<file path="config.mk">
export PLATFORM = sky130hd
export DESIGN_NAME = dpswa_arbiter
export DESIGN_NICKNAME = d
export VERILOG_FILES = /design/src/common/dpswa_pkg.sv /design/src/design/dpswa_cmd_hold.sv /design/src/design/dpswa_arbiter.sv
export VERILOG_INCLUDE_DIRS = /design/src /design/src/common
export SDC_FILE = /design/constraint.sdc
export NUM_CORES = 1
export LEC_CHECK = 0
export CORE_MARGIN = 2
export CORE_UTILIZATION = 46
export DETAILED_ROUTE_END_ITERATION = 8
export DONT_BUFFER_PORTS = 1
export GPL_TIMING_DRIVEN = 0
export PLACE_DENSITY_LB_ADDON = 0.25
export SLEW_MARGIN = 0
export SYNTH_ARGS = -nofsm -noshare
export SYNTH_HDL_FRONTEND = slang
export SYNTH_SLANG_ARGS = --single-unit
</file>
<file path="constraint.sdc">
create_clock -name sys_clk_i -period 2 [get_ports sys_clk_i]
set_input_delay 0 -clock sys_clk_i [delete_from_list [all_inputs] [get_ports sys_clk_i]]
set_output_delay 0 -clock sys_clk_i [all_outputs]
set_load 0.05 [all_outputs]
</file>
<file path="src/common/dpswa_cfg.svh">
// constants for the dual path slave write arbiter
`ifndef DPSWA_CFG_SVH
`define DPSWA_CFG_SVH
`define DPSWA_ADDR_W 32
`define DPSWA_DATA_W 32
`define DPSWA_ID_W 4
`define DPSWA_PATH_A 1'h0
`define DPSWA_PATH_B 1'h1
`define DPSWA_FLAG_CLR 1'h0
`define DPSWA_FLAG_SET 1'h1
`define DPSWA_ZERO_ADDR 32'h0000_0000
`define DPSWA_ZERO_DATA 32'h0000_0000
`define DPSWA_ZERO_ID 4'h0
`endif

</file>
<file path="src/common/dpswa_pkg.sv">
// types for the dual path slave write arbiter
`default_nettype none
package dpswa_pkg;
   typedef enum logic [1:0] {
      DPSWA_IDLE,
      DPSWA_DATA,
      DPSWA_RESP
   } dpswa_state_t;
endpackage : dpswa_pkg
`default_nettype wire

</file>
<file path="src/design/dpswa_cmd_hold.sv">
// one path's command holding stage
`timescale 1ns/1ps
`default_nettype none
`include "dpswa_cfg.svh"
module dpswa_cmd_hold (
   input wire logic sys_clk_i,
   input wire logic rst_n_i,
   input wire logic cmd_valid_i,
   output logic cmd_ready_o,
   input wire logic [`DPSWA_ADDR_W-1:0] cmd_addr_i,
   input wire logic [`DPSWA_ID_W-1:0] cmd_id_i,
   input wire logic take_i,
   output logic pend_o,
   output logic [`DPSWA_ADDR_W-1:0] addr_o,
   output logic [`DPSWA_ID_W-1:0] id_o
);
   logic pend_q;
   logic [`DPSWA_ADDR_W-1:0] addr_q;
   logic [`DPSWA_ID_W-1:0] id_q;

   // command stays held while the slave stalls
   assign cmd_ready_o = !pend_q;
   assign pend_o = pend_q;
   assign addr_o = addr_q;
   assign id_o = id_q;

   always_ff @(posedge sys_clk_i or negedge rst_n_i) begin
      if (!rst_n_i) begin
         pend_q <= `DPSWA_FLAG_CLR;
      end else if (cmd_valid_i && !pend_q) begin
         pend_q <= `DPSWA_FLAG_SET;
      end else if (take_i) begin
         pend_q <= `DPSWA_FLAG_CLR;
      end
   end

   always_ff @(posedge sys_clk_i or negedge rst_n_i) begin
      if (!rst_n_i) begin
         addr_q <= `DPSWA_ZERO_ADDR;
         id_q <= `DPSWA_ZERO_ID;
      end else if (cmd_valid_i && !pend_q) begin
         addr_q <= cmd_addr_i;
         id_q <= cmd_id_i;
      end
   end
endmodule : dpswa_cmd_hold
`default_nettype wire

</file>
<file path="src/design/dpswa_arbiter.sv">
// two-path write arbiter in front of a core slave_dma_port
`timescale 1ns/1ps
`default_nettype none
`include "dpswa_cfg.svh"
// How it works
// - two input paths, each own master set
// - path fixed by issuing master port only
// - slave busy stalls commands on both paths
// - both pending: either path may win
// - data expected in command selection order
// - no new selection until data finishes
module dpswa_arbiter (
   input wire logic sys_clk_i,
   input wire logic rst_n_i,
   // path_a_master side
   input wire logic a_cmd_valid_i,
   output logic a_cmd_ready_o,
   input wire logic [`DPSWA_ADDR_W-1:0] a_cmd_addr_i,
   input wire logic [`DPSWA_ID_W-1:0] a_cmd_id_i,
   input wire logic a_wdata_valid_i,
   output logic a_wdata_ready_o,
   input wire logic [`DPSWA_DATA_W-1:0] a_wdata_i,
   input wire logic a_wlast_i,
   output logic a_sel_o,
   output logic a_done_o,
   output logic [`DPSWA_ID_W-1:0] a_done_id_o,
   // path_b_master side
   input wire logic b_cmd_valid_i,
   output logic b_cmd_ready_o,
   input wire logic [`DPSWA_ADDR_W-1:0] b_cmd_addr_i,
   input wire logic [`DPSWA_ID_W-1:0] b_cmd_id_i,
   input wire logic b_wdata_valid_i,
   output logic b_wdata_ready_o,
   input wire logic [`DPSWA_DATA_W-1:0] b_wdata_i,
   input wire logic b_wlast_i,
   output logic b_sel_o,
   output logic b_done_o,
   output logic [`DPSWA_ID_W-1:0] b_done_id_o,
   // slave_dma_port side
   output logic s_cmd_valid_o,
   input wire logic s_cmd_ready_i,
   output logic [`DPSWA_ADDR_W-1:0] s_cmd_addr_o,
   output logic s_wdata_valid_o,
   input wire logic s_wdata_ready_i,
   output logic [`DPSWA_DATA_W-1:0] s_wdata_o,
   output logic s_wlast_o
);
   dpswa_pkg::dpswa_state_t state_q;
   logic pend_a;
   logic pend_b;
   logic [`DPSWA_ADDR_W-1:0] addr_a;
   logic [`DPSWA_ADDR_W-1:0] addr_b;
   logic [`DPSWA_ID_W-1:0] id_a;
   logic [`DPSWA_ID_W-1:0] id_b;
   logic pick;
   logic grant_q;
   logic last_q;
   logic take_a;
   logic take_b;
   logic cmd_fire;
   logic data_fire;
   logic done_q;
   logic [`DPSWA_ID_W-1:0] done_id_q;
   logic [`DPSWA_ID_W-1:0] sel_id_q;
   logic dvalid;
   logic dlast;
   logic prev_sel_q;

   // each path is its own port pair; the address never steers
   dpswa_cmd_hold u_hold_a (
      .sys_clk_i(sys_clk_i),
      .rst_n_i(rst_n_i),
      .cmd_valid_i(a_cmd_valid_i),
      .cmd_ready_o(a_cmd_ready_o),
      .cmd_addr_i(a_cmd_addr_i),
      .cmd_id_i(a_cmd_id_i),
      .take_i(take_a),
      .pend_o(pend_a),
      .addr_o(addr_a),
      .id_o(id_a)
   );

   dpswa_cmd_hold u_hold_b (
      .sys_clk_i(sys_clk_i),
      .rst_n_i(rst_n_i),
      .cmd_valid_i(b_cmd_valid_i),
      .cmd_ready_o(b_cmd_ready_o),
      .cmd_addr_i(b_cmd_addr_i),
      .cmd_id_i(b_cmd_id_i),
      .take_i(take_b),
      .pend_o(pend_b),
      .addr_o(addr_b),
      .id_o(id_b)
   );

   // round robin on a tie; order across masters is not promised
   always_comb begin
      if (pend_a && pend_b) begin
         pick = !last_q;
      end else begin
         pick = pend_b ? `DPSWA_PATH_B : `DPSWA_PATH_A;
      end
   end

   // offer only in idle, so a busy slave leaves both held
   assign s_cmd_valid_o = (state_q == dpswa_pkg::DPSWA_IDLE) && (pend_a || pend_b);
   assign s_cmd_addr_o = (pick == `DPSWA_PATH_B) ? addr_b : addr_a;
   assign cmd_fire = s_cmd_valid_o && s_cmd_ready_i;
   assign take_a = cmd_fire && (pick == `DPSWA_PATH_A);
   assign take_b = cmd_fire && (pick == `DPSWA_PATH_B);

   // data only from the path whose command was selected last
   assign dvalid = (grant_q == `DPSWA_PATH_B) ? b_wdata_valid_i : a_wdata_valid_i;
   assign dlast = (grant_q == `DPSWA_PATH_B) ? b_wlast_i : a_wlast_i;
   assign s_wdata_valid_o = (state_q == dpswa_pkg::DPSWA_DATA) && dvalid;
   assign s_wdata_o = (grant_q == `DPSWA_PATH_B) ? b_wdata_i : a_wdata_i;
   assign s_wlast_o = s_wdata_valid_o && dlast;
   assign a_wdata_ready_o = (state_q == dpswa_pkg::DPSWA_DATA) &&
      (grant_q == `DPSWA_PATH_A) && s_wdata_ready_i;
   assign b_wdata_ready_o = (state_q == dpswa_pkg::DPSWA_DATA) &&
      (grant_q == `DPSWA_PATH_B) && s_wdata_ready_i;
   assign data_fire = s_wdata_valid_o && s_wdata_ready_i;
   assign a_sel_o = take_a;
   assign b_sel_o = take_b;

   // one write in flight; this is where the crossed-order hazard comes from
   always_ff @(posedge sys_clk_i or negedge rst_n_i) begin
      if (!rst_n_i) begin
         state_q <= dpswa_pkg::DPSWA_IDLE;
      end else begin
         case (state_q)
            dpswa_pkg::DPSWA_IDLE: begin
               if (cmd_fire) begin
                  state_q <= dpswa_pkg::DPSWA_DATA;
               end
            end
            dpswa_pkg::DPSWA_DATA: begin
               if (data_fire && dlast) begin
                  state_q <= dpswa_pkg::DPSWA_RESP;
               end
            end
            dpswa_pkg::DPSWA_RESP: begin
               state_q <= dpswa_pkg::DPSWA_IDLE;
            end
            default: begin
               state_q <= dpswa_pkg::DPSWA_IDLE;
            end
         endcase
      end
   end

   always_ff @(posedge sys_clk_i or negedge rst_n_i) begin
      if (!rst_n_i) begin
         grant_q <= `DPSWA_PATH_A;
         last_q <= `DPSWA_PATH_B;
         sel_id_q <= `DPSWA_ZERO_ID;
      end else if (cmd_fire) begin
         grant_q <= pick;
         last_q <= pick;
         sel_id_q <= (pick == `DPSWA_PATH_B) ? id_b : id_a;
      end
   end

   // completion after the last beat is taken by the slave
   always_ff @(posedge sys_clk_i or negedge rst_n_i) begin
      if (!rst_n_i) begin
         done_q <= `DPSWA_FLAG_CLR;
         done_id_q <= `DPSWA_ZERO_ID;
      end else begin
         done_q <= (state_q == dpswa_pkg::DPSWA_DATA) && data_fire && dlast;
         done_id_q <= sel_id_q;
      end
   end

   assign a_done_o = done_q && (grant_q == `DPSWA_PATH_A);
   assign b_done_o = done_q && (grant_q == `DPSWA_PATH_B);
   assign a_done_id_o = done_id_q;
   assign b_done_id_o = done_id_q;

   // checker-side record of the last path taken, seen only through the select pulses
   always_ff @(posedge sys_clk_i or negedge rst_n_i) begin
      if (!rst_n_i) begin
         prev_sel_q <= `DPSWA_PATH_B;
      end else if (a_sel_o || b_sel_o) begin
         prev_sel_q <= b_sel_o;
      end
   end
endmodule : dpswa_arbiter
`default_nettype wire

</file>
==> out/qor.log <==
INFO  cells_and_area final.fill_count=679
INFO  critical_path  crit_fanout=19
INFO  cells_and_area multiInputGateArea=1862um2
INFO  run_status     failed_checks=hold timing
INFO  drt            drt_iter0_markers=50
INFO  logic_synthesis synth.distinct_cells=23
INFO  sta            layout_worst_path_cycle_share=95.38%
INFO  cells_and_area drive_gt1_share=51.74%
INFO  sta            setup_violations=0
INFO  global_routing grt-busiest-layer=met2
INFO  cells_and_area commonest_non_fill_non_tap_cell_in_the_layout=sky130_fd_sc_hd__mux2_2
INFO  logic_synthesis sequential_share_of_the_synthesized_area=52.50%
INFO  critical_path  worstPathCellList=buf_2 -> buf_2 -> mux2_2
INFO  global_routing grt_antenna_before_repair=0
INFO  run_status     status=finished, violations left
INFO  cells_and_area layout.cells.most_common_list=sky130_fd_sc_hd__mux2_2 (141), sky130_fd_sc_hd__dfrtp_1 (85), sky130_fd_sc_hd__dlygate4sd3_1 (75)
INFO  sta            unrepaired_setup_endpoints_after_global_routing=yes
INFO  sta            slew_of_the_pin_with_the_lowest_slew_margin=0.9735ns
INFO  logic_synthesis synth-seq-cells=87
INFO  clocking       clock_tree_from_tritoncts=built
INFO  global_routing grt_pass1_wl=15040um
INFO  clocking       cts_root_buffer=sky130_fd_sc_hd__clkbuf_8
INFO  cells_and_area stdcell_area=5286um2
INFO  cells_and_area antenna-diode-count=0
INFO  clocking       htree_levels=3
INFO  placed_design  gp_congestion=0.7321
INFO  logic_synthesis synth-edff-count=0
INFO  critical_path  critical-path-top-delay-family=buffers and inverters
INFO  placed_design  placed_wire_length_estimate_after_detailed_placement=7103um
INFO  critical_path  timing.critical_path.from_type=flop
INFO  drt            drt-wirelength-per-cell=20.74um
INFO  floorplan      chipHeight=98.97um
INFO  logic_synthesis asyncSetResetFlopFracSynth=100.0%
INFO  cells_and_area num-nets-final=514
INFO  clocking       clock_sink_count=87
INFO  logic_synthesis syn-instance-count=282
INFO  floorplan      floorplan.die_area=9795um2
INFO  sta            timing.final.crit_period=1.908ns
INFO  cells_and_area area_growth=27.41%
INFO  floorplan      start_util=47.58%
INFO  clocking       cts_buffers=9
INFO  global_routing globalRouteTotalUtil=20.06%
INFO  cells_and_area regArea=2180um2
INFO  clocking       clk_path_buf_depth=2
INFO  floorplan      floorplan.die.width=98.97um
INFO  critical_path  critPathKind=reg2out
INFO  sta            drv_slew=0
INFO  sta            timing.fmax=524.2MHz
INFO  placed_design  port_buffers=0
INFO  floorplan      io_pins=229
INFO  flow_run       drv.max_cap_violation_count=0
INFO  global_routing grt-ovfl-total=0
INFO  global_routing grtUsageMet3=4.965%
INFO  critical_path  worst-endpoint-arrival=1.91ns
INFO  critical_path  critical_path.slowest_cell=sky130_fd_sc_hd__mux2_2
INFO  global_routing largest_net_degree_at_the_start_of_global_routing=88
INFO  drt            postRouteAntennaNets=0
INFO  worst_hold_path min-delay-path-class=in2async
INFO  logic_synthesis syn-cell-area=4149um2
INFO  sta            relSlewSlack=34.86%
INFO  clocking       clkSlewWorstSetupHoldPaths=0.09ns
INFO  sta            finalHoldWorstSlack=-0.6695ns
INFO  logic_synthesis yosys_warnings=0
INFO  drt            num_vias=2590
INFO  global_routing grt_pass1_vias=2826
INFO  logic_synthesis synth_top_cell_area_share=51.87%
INFO  critical_path  critPathRequiredTime=2.00ns
INFO  critical_path  worst-path-buf-inv=2
INFO  critical_path  cpPeakStageDelay=0.50ns
INFO  sta            report.final.hold_viol_count=87
INFO  clocking       clk-insertion-delay-late=0.34ns
INFO  global_routing gr-usage-met1=24.42%
INFO  logic_synthesis synth_ff_type=sky130_fd_sc_hd__dfrtp_1
INFO  placed_design  placed_area=4302um2
INFO  floorplan      rows=34
INFO  drt            routed_via_density=5.385
INFO  logic_synthesis netlist.top_cell.by_area=sky130_fd_sc_hd__dfrtp_1
INFO  global_routing grt_use_met2=35.81%
INFO  drt            routed_wl=9975um
INFO  floorplan      core_area=8721um2
INFO  critical_path  critical_path.most_common_cell=sky130_fd_sc_hd__buf_2
INFO  critical_path  worstSetupEndpointType=output port
INFO  logic_synthesis post_synth_main_area_contributors=sky130_fd_sc_hd__dfrtp_1 (52%), sky130_fd_sc_hd__mux2_2 (38%), sky130_fd_sc_hd__mux2_4 (1.4%), sky130_fd_sc_hd__buf_2 (1.3%), sky130_fd_sc_hd__buf_6 (1.1%)
INFO  logic_synthesis avgSynthCellArea=14.71um2
INFO  clocking       cts_hold_buf=75
INFO  sta            fin_worst_skew=0.007795ns
INFO  drt            remaining_drc_errors=0
INFO  drt            drt_pass1_iterations=4
INFO  logic_synthesis postSynthNetCount=428
worst paths after layout:
kind,to,from,slack [ns],depth (start not counted)
worst min register to register,a_done_id_o[3]$_DFF_PN0_,sel_id_q[3]$_DFFE_PN0P_,0.38,0
max in group asynchronous,last_q$_DFFE_PN1P_,rst_n_i,2.45,0
min in group sys_clk_i,state_q[1]$_DFFE_PN0P_,a_wlast_i,0.01,2
worst max register to register,u_hold_a.addr_o[17]$_DFFE_PN0P_,u_hold_a.pend_o$_DFFE_PN0P_,0.27,4
worst max-delay path,s_wdata_o[24],grant_q$_DFFE_PN0P_,0.09,3
worst min-delay path,u_hold_b.addr_o[11]$_DFFE_PN0P_,rst_n_i,-0.67,0
cells in the mapped netlist, types with 2 or more instances:
cell,number
sky130_fd_sc_hd__o22a_2,2
sky130_fd_sc_hd__nor2_1,4
sky130_fd_sc_hd__buf_4,5
sky130_fd_sc_hd__inv_1,4
sky130_fd_sc_hd__mux2i_1,3
sky130_fd_sc_hd__mux2_2,141
sky130_fd_sc_hd__nor4_1,2
sky130_fd_sc_hd__buf_6,4
sky130_fd_sc_hd__mux2_4,4
sky130_fd_sc_hd__nor3_1,4
sky130_fd_sc_hd__nand2_1,2
sky130_fd_sc_hd__dfrtp_1,86
sky130_fd_sc_hd__buf_2,11
flip-flops by register name, summed over array words and instances (netlist names):
signal	count
u_hold_a.addr_o	32
u_hold_b.id_o	4
done_q	1
state_q	2
u_hold_a.pend_o	1
grant_q	1
u_hold_b.addr_o	32
u_hold_a.id_o	4
a_done_id_o	4
sel_id_q	4
u_hold_b.pend_o	1
last_q	1
cell families after synthesis:
| logic type | share of synthesized area [%] |
|---|---|
| flip-flops | 52.50 |
| AO/OA/AOI/OAI | 0.7840 |
| multiplexers | 40.44 |
| buffers and inverters | 3.769 |
| AND/OR/NAND/NOR | 2.503 |
layer usage:
layer	part of all wire, %	wire (um)	vias up
li1	-	-	1175
met1	40	3992	1296
met2	54	5365	113
met3	5.4	540	6
met4	0.76	76	0
met5	0	0	-
final cells by class:
class	instances	share of cell area [%]
sequential	87	41.23
timing repair buffer	76	14.34
tap	108	2.556
multi-input combinational	170	35.22
buffer	20	2.675
clock inverter	6	1.278
inverter	4	0.2840
clock buffer	10	2.414
timing repair:
item	CTS	global route
hold endpoints to repair	163	87
resized for setup	8	3
pin swaps	1	1
setup buffers	0	0
endpoints found under the setup margin	37	27
through the flow:
step / setup slack, ns / util (%) / setup TNS (ns) / cells
after floorplan: 0.1204 / - / 0 / 282
after detailed placement: -0.03644 / 49.33 / -0.03644 / 391
after global placement: -0.0009377 / 49.18 / -0.0009377 / 390
after CTS: 0.008141 / 60.47 / 0 / 481
final: 0.09234 / 60.62 / 0 / 481
after global routing: -0.003941 / 60.62 / -0.005282 / 481
Power is not shown: default switching activity piles up to over one toggle a cycle in this logic, so the estimate is an artifact.
